[config.mk]
export PLATFORM = sky130hd
export DESIGN_NAME = i2c_target
export DESIGN_NICKNAME = d
export VERILOG_FILES = /design/src/shared/i2c_target_pkg.sv /design/src/shared/i2c_line_if.sv /design/src/verilog/i2c_target.sv /design/src/verilog/i2c_line_watch.sv
export VERILOG_INCLUDE_DIRS = /design/src /design/src/shared
export SDC_FILE = /design/constraint.sdc
export NUM_CORES = 1
export LEC_CHECK = 0
export CAP_MARGIN = 20
export CORE_MARGIN = 2
export CORE_UTILIZATION = 57
export CTS_BUF_LIST = sky130_fd_sc_hd__clkbuf_16
export DETAILED_ROUTE_END_ITERATION = 10
export DONT_BUFFER_PORTS = 1
export HOLD_SLACK_MARGIN = 0.06
export PLACE_DENSITY_LB_ADDON = 0.2
export REMOVE_ABC_BUFFERS = 1
export SKIP_LAST_GASP = 1
export SLEW_MARGIN = 20
export SYNTH_ARGS = -nofsm -noshare
export SYNTH_HDL_FRONTEND = slang
export SYNTH_HIERARCHICAL = 1
export SYNTH_SLANG_ARGS = --single-unit
[constraint.sdc]
create_clock -name i_core_clk -period 2.15 [get_ports i_core_clk]
set_input_delay 0.5375 -clock i_core_clk [delete_from_list [all_inputs] [get_ports i_core_clk]]
set_output_delay 0.5375 -clock i_core_clk [all_outputs]
set_load 0.05 [all_outputs]
[src/shared/i2c_target_map.svh]
/*
 * Constants of the two-wire target interface: addresses, byte layout,
 * and timing counts derived from the 40 MHz core clock.
 * Assumes inclusion by bare name from design files.
 */
`ifndef I2C_TARGET_MAP_SVH
`define I2C_TARGET_MAP_SVH

// ----------------------------------------------------------------------
// Target addresses
// ----------------------------------------------------------------------
`define TGT_ADDR_DEFAULT   7'h4d
`define TGT_ADDR_ALTERNATE 7'h4e
`define ADDR_SELECT_REG    8'h7c
`define ADDR_SELECT_BIT    7

// ----------------------------------------------------------------------
// Byte layout
// ----------------------------------------------------------------------
`define BYTE_BITS          4'h8
`define DIR_WRITE          1'h0
`define DIR_READ           1'h1

// ----------------------------------------------------------------------
// Timing
// ----------------------------------------------------------------------
`define CORE_CLK_KHZ       40000
`define FAST_SCL_KHZ       400
`define STD_SCL_KHZ        100
`define CYCLES_PER_FAST_SCL (`CORE_CLK_KHZ / `FAST_SCL_KHZ)

`endif

[src/shared/i2c_target_pkg.sv]
/*
 * Types of the two-wire target interface.
 * Assumes nothing beyond a SystemVerilog compiler.
 */
package i2c_target_pkg;

    // Protocol states, one-hot
    typedef enum logic [5:0] {
        ST_IDLE  = 6'h01,
        ST_ADDR  = 6'h02,
        ST_PTR   = 6'h04,
        ST_WDATA = 6'h08,
        ST_RDATA = 6'h10,
        ST_ACK   = 6'h20
    } state_type;

    // Bus line events seen on the sampled lines
    typedef struct packed {
        logic start;
        logic stop;
        logic scl_rise;
        logic scl_fall;
        logic sda;
    } line_event_type;

endpackage

[src/shared/i2c_line_if.sv]
/*
 * Carries bus line events from the line watcher to the protocol engine.
 * Assumes both ends share the core clock.
 */
`timescale 1ns/10ps
interface i2c_line_if;
    i2c_target_pkg::line_event_type ev;    // Line events, one cycle each, plus the current data level

    modport watcher (output ev);
    modport engine  (input  ev);
endinterface

[src/verilog/i2c_target.sv]
/*
 * Two-wire bus target: address match, register pointer, write and
 * read of an external register file through a simple port.
 * Assumes the register file answers reads combinationally and that
 * bus lines arrive synchronous to the 40 MHz core clock.
 */
`timescale 1ns/10ps
`include "i2c_target_map.svh"
module i2c_target (
    // Clock and reset
    input  wire logic       i_core_clk,
    input  wire logic       i_rst,
    // Bus lines (data is open drain)
    input  wire logic       i_scl,
    input  wire logic       i_sda,
    output logic            o_sda,
    output logic            o_sda_oe,
    // Address select strap (register 0x7c bit 7)
    input  wire logic       i_addr_sel,
    // Register file port
    output logic [7:0]      o_reg_addr,
    output logic [7:0]      o_reg_wdata,
    output logic            o_reg_we,
    output logic            o_reg_re,
    input  wire logic [7:0] i_reg_rdata
);
    // ------------------------------------------------------------------
    // Line watcher
    // ------------------------------------------------------------------
    i2c_line_if line ();

    i2c_line_watch u_watch (
        .i_core_clk (i_core_clk),
        .i_rst      (i_rst),
        .i_scl      (i_scl),
        .i_sda      (i_sda),
        .line       (line)
    );

    // ------------------------------------------------------------------
    // State
    // ------------------------------------------------------------------
    typedef struct packed {
        i2c_target_pkg::state_type st;     // Protocol state
        i2c_target_pkg::state_type after;  // State after acknowledge slot
        logic [7:0] shift;                 // Byte shifter
        logic [3:0] cnt;                   // Bits done in byte
        logic       ack_drive;             // Drive low in ninth clock
        logic       rd_dir;                // Direction bit of last address
        logic       rd_nack;               // Controller declined more data
        logic       sda_oe;                // Data line driven low
        logic [7:0] ptr;                   // Register pointer
        logic [7:0] wdata;                 // Write data out
        logic       we;                    // Write strobe
        logic       re;                    // Read fetch strobe
        logic       addr_sel;              // Strap sampled every core clock
    } tgt_type;

    tgt_type cur_ff;
    tgt_type nxt_cur;
    logic [6:0] own_addr;                  // Selected target address

    always_comb begin
        own_addr = cur_ff.addr_sel ? `TGT_ADDR_ALTERNATE : `TGT_ADDR_DEFAULT;
    end

    // ------------------------------------------------------------------
    // Protocol engine
    // ------------------------------------------------------------------
    always_comb begin
        nxt_cur          = cur_ff;
        nxt_cur.we       = 1'b0;
        nxt_cur.re       = 1'b0;
        nxt_cur.addr_sel = i_addr_sel;
        // start always restarts, also repeated start
        if (line.ev.start) begin
            nxt_cur.st     = i2c_target_pkg::ST_ADDR;
            nxt_cur.cnt    = 4'h0;
            nxt_cur.sda_oe = 1'b0;
        // stop mid byte drops the byte
        end else if (line.ev.stop) begin
            nxt_cur.st     = i2c_target_pkg::ST_IDLE;
            nxt_cur.sda_oe = 1'b0;
        end else begin
            unique case (cur_ff.st)
                i2c_target_pkg::ST_IDLE: begin
                    nxt_cur.sda_oe = 1'b0;
                end
                i2c_target_pkg::ST_ADDR,
                i2c_target_pkg::ST_PTR,
                i2c_target_pkg::ST_WDATA: begin
                    if (line.ev.scl_rise) begin
                        nxt_cur.shift = {cur_ff.shift[6:0], line.ev.sda};
                        nxt_cur.cnt   = cur_ff.cnt + 4'h1;
                    end
                    // eighth bit done, decide acknowledge on fall
                    if (line.ev.scl_fall && cur_ff.cnt == `BYTE_BITS) begin
                        nxt_cur.cnt       = 4'h0;
                        nxt_cur.st        = i2c_target_pkg::ST_ACK;
                        nxt_cur.ack_drive = 1'b1;
                        nxt_cur.sda_oe    = 1'b1;
                        if (cur_ff.st == i2c_target_pkg::ST_ADDR) begin
                            nxt_cur.rd_dir = cur_ff.shift[0];
                            if (cur_ff.shift[7:1] != own_addr) begin
                                nxt_cur.st     = i2c_target_pkg::ST_IDLE;
                                nxt_cur.sda_oe = 1'b0;
                            end else if (cur_ff.shift[0] == `DIR_READ) begin
                                nxt_cur.after = i2c_target_pkg::ST_RDATA;
                                nxt_cur.re    = 1'b1;
                            end else begin
                                nxt_cur.after = i2c_target_pkg::ST_PTR;
                            end
                        end else if (cur_ff.st == i2c_target_pkg::ST_PTR) begin
                            nxt_cur.ptr   = cur_ff.shift;
                            nxt_cur.after = i2c_target_pkg::ST_WDATA;
                        end else begin
                            nxt_cur.wdata = cur_ff.shift;
                            nxt_cur.we    = 1'b1;
                            nxt_cur.after = i2c_target_pkg::ST_WDATA;
                        end
                    end
                end
                i2c_target_pkg::ST_ACK: begin
                    if (line.ev.scl_fall) begin
                        nxt_cur.ack_drive = 1'b0;
                        nxt_cur.st        = cur_ff.after;
                        nxt_cur.sda_oe    = 1'b0;
                        if (cur_ff.after == i2c_target_pkg::ST_RDATA) begin
                            // drive MSB of read byte first
                            nxt_cur.shift  = i_reg_rdata;
                            nxt_cur.sda_oe = ~i_reg_rdata[7];
                            nxt_cur.cnt    = 4'h0;
                        end
                    end
                end
                i2c_target_pkg::ST_RDATA: begin
                    if (line.ev.scl_fall) begin
                        nxt_cur.cnt = cur_ff.cnt + 4'h1;
                        if (cur_ff.cnt == `BYTE_BITS - 4'h1) begin
                            nxt_cur.sda_oe = 1'b0;
                            nxt_cur.ptr    = cur_ff.ptr + 8'h01;
                        end else if (cur_ff.cnt == `BYTE_BITS) begin
                            if (cur_ff.rd_nack) begin
                                nxt_cur.st = i2c_target_pkg::ST_IDLE;
                            end else begin
                                nxt_cur.shift  = i_reg_rdata;
                                nxt_cur.sda_oe = ~i_reg_rdata[7];
                                nxt_cur.cnt    = 4'h0;
                            end
                        end else begin
                            nxt_cur.shift  = {cur_ff.shift[6:0], 1'b0};
                            nxt_cur.sda_oe = ~cur_ff.shift[6];
                        end
                    end
                    if (line.ev.scl_rise && cur_ff.cnt == `BYTE_BITS) begin
                        nxt_cur.rd_nack = line.ev.sda;
                        nxt_cur.re      = ~line.ev.sda;
                    end
                end
                default: begin
                    nxt_cur.st = i2c_target_pkg::ST_IDLE;
                end
            endcase
        end
        // pointer steps after each written byte
        if (cur_ff.we) begin
            nxt_cur.ptr = cur_ff.ptr + 8'h01;
        end
    end

    always_ff @(posedge i_core_clk or posedge i_rst) begin
        if (i_rst) begin
            cur_ff <= '{st: i2c_target_pkg::ST_IDLE, after: i2c_target_pkg::ST_IDLE,
                        shift: 8'h00, cnt: 4'h0, ack_drive: 1'b0, rd_dir: 1'b0,
                        rd_nack: 1'b0, sda_oe: 1'b0, ptr: 8'h00, wdata: 8'h00,
                        we: 1'b0, re: 1'b0, addr_sel: 1'b0};
        end else begin
            cur_ff <= nxt_cur;
        end
    end

    // ------------------------------------------------------------------
    // Outputs
    // ------------------------------------------------------------------
    // Open drain: only ever drives low
    assign o_sda       = 1'b0;
    assign o_sda_oe    = cur_ff.sda_oe;
    assign o_reg_addr  = cur_ff.ptr;
    assign o_reg_wdata = cur_ff.wdata;
    assign o_reg_we    = cur_ff.we;
    assign o_reg_re    = cur_ff.re;
endmodule

[src/verilog/i2c_line_watch.sv]
/*
 * Watches the clock and data lines and reports start, stop and clock
 * edges as one-cycle events.
 * Assumes the lines are already synchronous to the core clock.
 */
`timescale 1ns/10ps
module i2c_line_watch (
    // Clock and reset
    input  wire logic  i_core_clk,
    input  wire logic  i_rst,
    // Bus lines
    input  wire logic  i_scl,
    input  wire logic  i_sda,
    // Events out
    i2c_line_if.watcher line
);
    // ------------------------------------------------------------------
    // State
    // ------------------------------------------------------------------
    typedef struct packed {
        logic scl;    // Previous clock line
        logic sda;    // Previous data line
    } watch_type;

    watch_type cur_ff;
    watch_type nxt_cur;

    // Remember previous line levels
    always_comb begin
        nxt_cur.scl = i_scl;
        nxt_cur.sda = i_sda;
    end

    always_ff @(posedge i_core_clk or posedge i_rst) begin
        if (i_rst) begin
            cur_ff <= '{scl: 1'b1, sda: 1'b1};
        end else begin
            cur_ff <= nxt_cur;
        end
    end

    // data edges only meaningful while clock high
    always_comb begin
        line.ev.start    = cur_ff.scl & i_scl & cur_ff.sda & ~i_sda;
        line.ev.stop     = cur_ff.scl & i_scl & ~cur_ff.sda & i_sda;
        line.ev.scl_rise = ~cur_ff.scl & i_scl;
        line.ev.scl_fall = cur_ff.scl & ~i_scl;
        line.ev.sda      = i_sda;
    end
endmodule

==> out/results.md, run 1 <==
Worst setup path
- 2270 ps — arrival time of the worst setup path
- flop — Critical Path Source Type
- 2320 ps — CP required
- flop to flop — worst setup path category
- and4b_1 -> or2_2 -> nor2_2 -> nand3_1 -> nor2b_1 -> buf_4 -> mux2_2 — cell-by-cell trace of the critical path
- 520 ps — Slowest Stage Delay on Critical Path
- 9 — maximum fanout along the worst path
- sky130_fd_sc_hd__dfstp_2 — library cell contributing the largest single delay on the critical path
- simple AND/OR/NAND/NOR gates — crit-path leading delay family
- 1 — number of buffers and inverters on the critical path
- flop — Worst setup EP type

Global routing
- 0 — residual overflow from global routing
- 2067 — vias in the first global route
- 10.17 mm — wire length of the first global-routing pass
- 44 — maximum number of pins on one net before global-route repair
- 0 — number of antenna violations at the first check in global routing
- 24.33% — overall routing resource usage

STA
- 0 — Final setup viols
- 0 — count of endpoints failing hold in the final timing report
- 2095 ps — Final Critical Period
- true — setup repair after global routing missed its margin
- 55.42 ps — Final Worst Setup Slack
- 58.31% — worst max-slew margin expressed relative to the limit
- 625.3 ps — actual transition at the worst max-transition pin
- 477.4 MHz — maximum operating frequency
- 0 — count of final max-slew check failures
- 97.42% — share of the clock period used by the worst path after layout
- 9.528 ps — skew final

Yosys
- 6.411% — multiplexer area fraction after synthesis
- 1.354% — adder and majority gate portion of the synthesized area
- 9.524 sq um — Avg Inst Size Synth
- 40.81% — share of synthesized area occupied by flip-flops and latches
- 0.6321% — xor/xnor share of the synthesized area
- 21.81% — fraction of the mapped netlist area in simple logic gates
- sky130_fd_sc_hd__dfrtp_1 — cell taking the most area after synthesis
- 2771 sq um — cell area after synthesis
- 6 — count of synthesis-stage warnings from yosys
- 291 — Cells after Synth
- 100.0% — fraction of registers with async set or reset after synthesis
- simple AND/OR/NAND/NOR gates — largest family of logic cells by synthesized area
- sky130_fd_sc_hd__dfrtp_1 (37%), sky130_fd_sc_hd__buf_4 (5.4%), sky130_fd_sc_hd__mux2_2 (5.3%) — main area contributors after synthesis
- 70 — synth unique cells
- 37.02% — proportion of netlist area held by the largest area contributor
- sky130_fd_sc_hd__dfrtp_1 — top flip-flop cell by instance count after synthesis
- 20.18% — area fraction in compound gates after synthesis
- 0 — number of synthesized flops with an enable pin
- 45 — synthesized flop and latch total

Final layout
- 11.47% — signed area change from the synthesized netlist to the final layout
- 323 — fin nets
- 362 — Layout Cells excl Fill
- 0 — diode insertion count for antenna repair
- sky130_fd_sc_hd__dfrtp_1 (39), sky130_fd_sc_hd__buf_4 (33), sky130_fd_sc_hd__nand2_1 (29) — commonest cells after routing, fill and taps aside
- 28.90% — fraction of final layout cells sized beyond drive strength 1
- 366 — fill count
- sky130_fd_sc_hd__dfrtp_1 — most frequent standard cell in the layout excluding fill and tap cells

Route
- 5 — Pre-antenna DRT Iters
- 6.055 — detailed-route vias per instance
- met4 — top layer reached by signal wires
- 17.12 um — average wire per cell in the routed design
- 2.961 mm — Post-Route M1 WL
- 406 um — amount of wire on met3 after detailed routing
- 0 — drt drc
- 6.197 mm — wire length reported by the detailed router
- 0 — post-route antenna net violation count
- 2.741 mm — met2 wire length
- 2192 — total via count in the routed design
- 183 — number of DRC violations after detailed-routing iteration 0

Placed design
- 0 — Port Buffer Count
- -22.67 ps — placement-stage worst setup slack
- 353 — cell total after placement
- 4.515 mm — placed wire-length estimate after detailed placement
- 0.9713 — global placement routability congestion

Power and ir drop
- 42.1% — register share of total power
- 32.97% — fraction of power spent switching nets
- 791.1 nW/um^2 — power density over cell area
- 0.0006770 V — peak ir drop on the vdd network
- 1.311 nW — total leakage power
- 1.638 mW — Power Internal
- 25.6% — part of the total power dissipated in combinational logic
- 32.3% — clock power share
- 0.8057 mW — net switching component of the power

Clock tree
- 45 — count of clock tree sinks
- 290 ps — Clock Latency Late Sink
- 2 — number of H-tree branching levels
- sky130_fd_sc_hd__clkbuf_16 — root buf cell
- 70 ps — clock transition time at the flip-flop clock pins of the worst setup and hold paths
- yes — TritonCTS clock tree
- 2 — number of buffers on the longest clock path
- 5 — CTS Buf Count

Die
- 59.07% — initial core utilization
- 33 — I/O pin total
- 5436 sq um — DIE AREA
- 73.73 um — x dimension of the die
- 73.73 um — vertical die dimension
- 4692 sq um — Std-Cell Core Area
- 25 — Cell Rows

Flow run
- 0 — number of maximum-capacitance violations

Worst hold path
- input pin to async pin — Min-Delay Path Class

Run status
- finished, final reports clean — result of the run

-- logic make-up after synthesis --
| family | after synthesis |
|---|---|
| AND/OR/NAND/NOR | 106 |
| AO/OA/AOI/OAI | 79 |
| flip-flops | 45 |
| buffers and inverters | 39 |
| multiplexers | 16 |
| adder cells (fa/ha/maj) | 3 |
| XOR/XNOR | 2 |
| other | 1 |
-- power groups by stage --
| stage | Sequential [mW] | Clock [mW] | Combinational (mW) |
|---|---|---|---|
| floorplan | 1.08 | 0 | 0.360 |
| global route | 1.04 | 0.828 | 0.686 |
| detailed placement | 1.04 | 0 | 0.614 |
| CTS | 1.03 | 0.802 | 0.620 |
| finish | 1.03 | 0.789 | 0.625 |
| global placement | 1.04 | 0 | 0.612 |
-- stage by stage --
stage	utilization (%)	hold slack (ps)	setup TNS [ps]	total power, mW	area [sq um]
detailed placement	62.05	463.1	-49.01	1.656	2912
floorplan	-	449.0	-1359	1.436	2584
global placement	62.05	457.2	0	1.648	2912
finish	65.84	158.5	0	2.444	3089
global route	65.84	175.2	-370.3	2.557	3089
CTS	65.31	159.7	0	2.447	3064
-- Yosys cell counts, drive strengths merged (2+ instances only) --
cell type and number:
a31oi 4, buf 23, and3 3, nand3 8, nor4 2, a21oi 15
and3b 2, inv 14, clkbuf 2, a21o 2, or2 4, nor2 18
a221oi 2, mux2 14, o22ai 2, nand4 3, o2111ai 2, nor3 12
a22o 2, o31ai 2, dfstp 4, xor2 2, and2 3, ha 3
and4b 2, or2b 2, nor3b 6, o32ai 2, o211ai 2, dfrtp 41
o21ai 25, nor2b 5, a22oi 9, mux2i 2, nand2 30, nand2b 2
o2bb2ai 4
-- per-layer routing --
layer	track usage (%)	vias up
met5	0	-
met4	5.253	0
met3	5.075	9
met2	36.11	75
met1	36.60	1039
li1	-	1069
-- final timing paths --
kind / from / cells past startpoint / slack [ps] / end
max reg2reg: u_watch/cur_ff[0]$_DFF_PP1_ / 7 / 60 / o_reg_wdata[5]$_DFFE_PP0P_
max in group asynchronous: i_rst / 2 / 1490 / cur_ff[43]$_DFFE_PP0P_
min reg2reg: cur_ff[35]$_DFFE_PP1P_ / 1 / 510 / cur_ff[35]$_DFFE_PP1P_
min in group i_core_clk: i_scl / 0 / 250 / u_watch/cur_ff[1]$_DFF_PP1_
max: u_watch/cur_ff[0]$_DFF_PP1_ / 7 / 60 / o_reg_wdata[5]$_DFFE_PP0P_
min: i_rst / 1 / 160 / u_watch/cur_ff[1]$_DFF_PP1_
-- what timing repair did --
| item | CTS | global route |
|---|---|---|
| buffers inserted | 0 | 1 |
| setup endpoints to repair | 1 | 21 |
| pin swaps | 0 | 1 |
| resized for setup | 1 | 5 |
| hold buffers | 0 | 0 |
-- state kept, by name (all words and copies together), names as in the netlist --
| register | cells |
|---|---|
| o_reg_we | 1 |
| o_reg_re | 1 |
| cur_ff | 24 |
| o_sda_oe | 1 |
| u_watch/cur_ff | 2 |
| o_reg_wdata | 8 |
| o_reg_addr | 8 |
-- cell type report --
type / count / area (sq um) / share of cell area, %
well taps: 54 / 67.56 / 2.187
inverters: 14 / 52.55 / 1.701
flip-flops and latches: 45 / 1134 / 36.70
repair buffers: 34 / 267.8 / 8.667
clock buffers: 5 / 125.1 / 4.050
clock inverters: 3 / 25.02 / 0.8100
multi-input cells: 207 / 1418 / 45.89
(Power assumes the default switching activity.)
==> inputs of run 2 (changes only) <==
--- a/config.mk
+++ b/config.mk
@@ -14,7 +14,6 @@
 export DONT_BUFFER_PORTS = 1
 export HOLD_SLACK_MARGIN = 0.06
 export PLACE_DENSITY_LB_ADDON = 0.2
-export REMOVE_ABC_BUFFERS = 1
 export SKIP_LAST_GASP = 1
 export SLEW_MARGIN = 20
 export SYNTH_ARGS = -nofsm -noshare
==> out/results.md, run 2 (synthesized netlist as in run 1, its figures left out) <==
STA
- 0 — count of final max-slew check failures
- 2054 ps — Final Critical Period
- 95.53% — share of the clock period used by the worst path after layout
- 0 — Final setup viols
- 155.4 ps — smallest hold slack
- true — setup repair after global routing missed its margin
- 59.68% — worst max-slew margin expressed relative to the limit
- 604.8 ps — actual transition at the worst max-transition pin
- 0 — count of endpoints failing hold in the final timing report
- 4.720 ps — skew final
- 486.9 MHz — maximum operating frequency

Power and ir drop
- 778.1 nW/um^2 — power density over cell area
- 0.7986 mW — net switching component of the power
- 1.353 nW — total leakage power
- 0.0005608 V — peak ir drop on the vdd network
- 26.4% — part of the total power dissipated in combinational logic
- 2.452 mW — sum of internal, switching and leakage power
- 32.2% — clock power share
- 41.4% — register share of total power
- 32.57% — fraction of power spent switching nets
- 1.654 mW — Power Internal

Die
- 25 — Cell Rows
- 33 — I/O pin total
- 4692 sq um — Std-Cell Core Area
- 73.73 um — vertical die dimension
- 73.73 um — x dimension of the die
- 5436 sq um — DIE AREA
- 59.07% — initial core utilization

Final layout
- cur_ff — Biggest register
- 29.81% — fraction of final layout cells sized beyond drive strength 1
- 13.72% — signed area change from the synthesized netlist to the final layout
- sky130_fd_sc_hd__dfrtp_1 (40), sky130_fd_sc_hd__buf_4 (36), sky130_fd_sc_hd__nand2_1 (29) — commonest cells after routing, fill and taps aside
- 362 — fill count
- sky130_fd_sc_hd__dfrtp_1 — most frequent standard cell in the layout excluding fill and tap cells
- 0 — diode insertion count for antenna repair
- 327 — fin nets
- 24 — flip-flop count of the largest register after layout

Route
- 0 — drt drc
- 5 — Pre-antenna DRT Iters
- 238 — number of DRC violations after detailed-routing iteration 0
- 2218 — total via count in the routed design
- 17.01 um — average wire per cell in the routed design
- 6.060 — detailed-route vias per instance
- 0 — post-route antenna net violation count
- 6.227 mm — wire length reported by the detailed router

Yosys
- 307 — synthesized net count

Clock tree
- 5 — CTS Buf Count
- 2 — number of buffers on the longest clock path
- yes — TritonCTS clock tree
- 45 — count of clock tree sinks
- 2 — number of H-tree branching levels
- 280 ps — Clock Latency Late Sink
- 0 — number of hold-repair buffers added at the cts stage
- 70 ps — clock transition time at the flip-flop clock pins of the worst setup and hold paths
- sky130_fd_sc_hd__clkbuf_16 — root buf cell

Worst setup path
- 2220 ps — arrival time of the worst setup path
- flop — Worst setup EP type
- flop — Critical Path Source Type
- 2320 ps — CP required
- 3 — maximum fanout along the worst path
- flop to flop — worst setup path category

Global routing
- 44 — maximum number of pins on one net before global-route repair
- 24.42% — overall routing resource usage
- 0 — residual overflow from global routing
- 2110 — vias in the first global route
- 0 — number of antenna violations at the first check in global routing
- 10.25 mm — wire length of the first global-routing pass

Run status
- finished, final reports clean — result of the run

Worst hold path
- input pin to async pin — Min-Delay Path Class

Placed design
- 4.641 mm — placed wire-length estimate after detailed placement
- 0 — Port Buffer Count
- 0.9368 — global placement routability congestion

Flow run
- 0 — number of maximum-capacitance violations

run 2: cell types whose count changed in the layout (fill, tap and decap cells not counted), sizes merged:
cell	change
clkinv	-1
inv	+2
clkinvlp	-1
buf	+4
run 2: critical path, cell delays in order (launching register included):
cell                      delay, ps
sky130_fd_sc_hd__dfstp_2        530
sky130_fd_sc_hd__and4b_1        190
sky130_fd_sc_hd__or2_2          310
sky130_fd_sc_hd__nor2_4         120
sky130_fd_sc_hd__nand3_2        110
sky130_fd_sc_hd__buf_4          150
sky130_fd_sc_hd__a21oi_1        170
sky130_fd_sc_hd__mux2_2         360
run 2: path summary, 6_finish.rpt:
kind                                             start                          end  slack [ps]  cells past startpoint
hold reg to reg                 cur_ff[35]$_DFFE_PP1P_       cur_ff[35]$_DFFE_PP1P_         500                      1
setup reg to reg           u_watch/cur_ff[0]$_DFF_PP1_       cur_ff[37]$_DFFE_PP0P_         100                      7
min in group i_core_clk                          i_scl  u_watch/cur_ff[1]$_DFF_PP1_         250                      0
hold / removal                                   i_rst  u_watch/cur_ff[1]$_DFF_PP1_         160                      1
max in group asynchronous                        i_rst       cur_ff[46]$_DFFE_PP0P_        1490                      2
setup / recovery           u_watch/cur_ff[0]$_DFF_PP1_       cur_ff[37]$_DFFE_PP0P_         100                      7
run 2: area by class of cell:
cell class / instances / area [sq um] / area share, %
sequential: 45 / 1132 / 35.93
multi-input combinational: 207 / 1435 / 45.53
tap: 54 / 67.56 / 2.144
timing repair buffer: 38 / 310.3 / 9.845
clock buffer: 5 / 125.1 / 3.970
clock inverter: 3 / 28.78 / 0.9131
inverter: 14 / 52.55 / 1.667
run 2: per-layer routing:
layer,share of wire [%],up-vias,global-route usage (%)
li1,-,1071,-
met1,46,1058,36.91
met2,46,85,36.90
met3,7.2,4,4.527
met4,0.58,0,4.444
met5,0,-,0
run 2: per-stage QoR:
stage	TNS (ps)	instance area, sq um	util (%)	std cells	worst slack, ps
floorplan	0	2771	-	291	13.39
global placement	0	2942	62.69	357	15.98
detailed placement	-250.8	2942	62.69	357	-43.88
CTS	0	3098	66.03	365	22.63
global route	-39.67	3152	67.17	366	-23.04
finish	0	3152	67.17	366	96.00
run 2: repair_timing:
item / CTS / global route
setup buffers: 0 / 1
gates resized for setup: 1 / 7
endpoints found under the setup margin: 9 / 17
pin swaps: 0 / 4
run 2: power by group through the flow:
stage	logic, mW	registers, mW	clock network, mW
6_report	0.648	1.02	0.789
5_1_grt	0.728	1.03	0.838
4_1_cts	0.625	1.01	0.807
3_5_place_dp	0.622	1.03	0
3_3_place_gp	0.615	1.03	0
2_1_floorplan	0.489	1.01	0
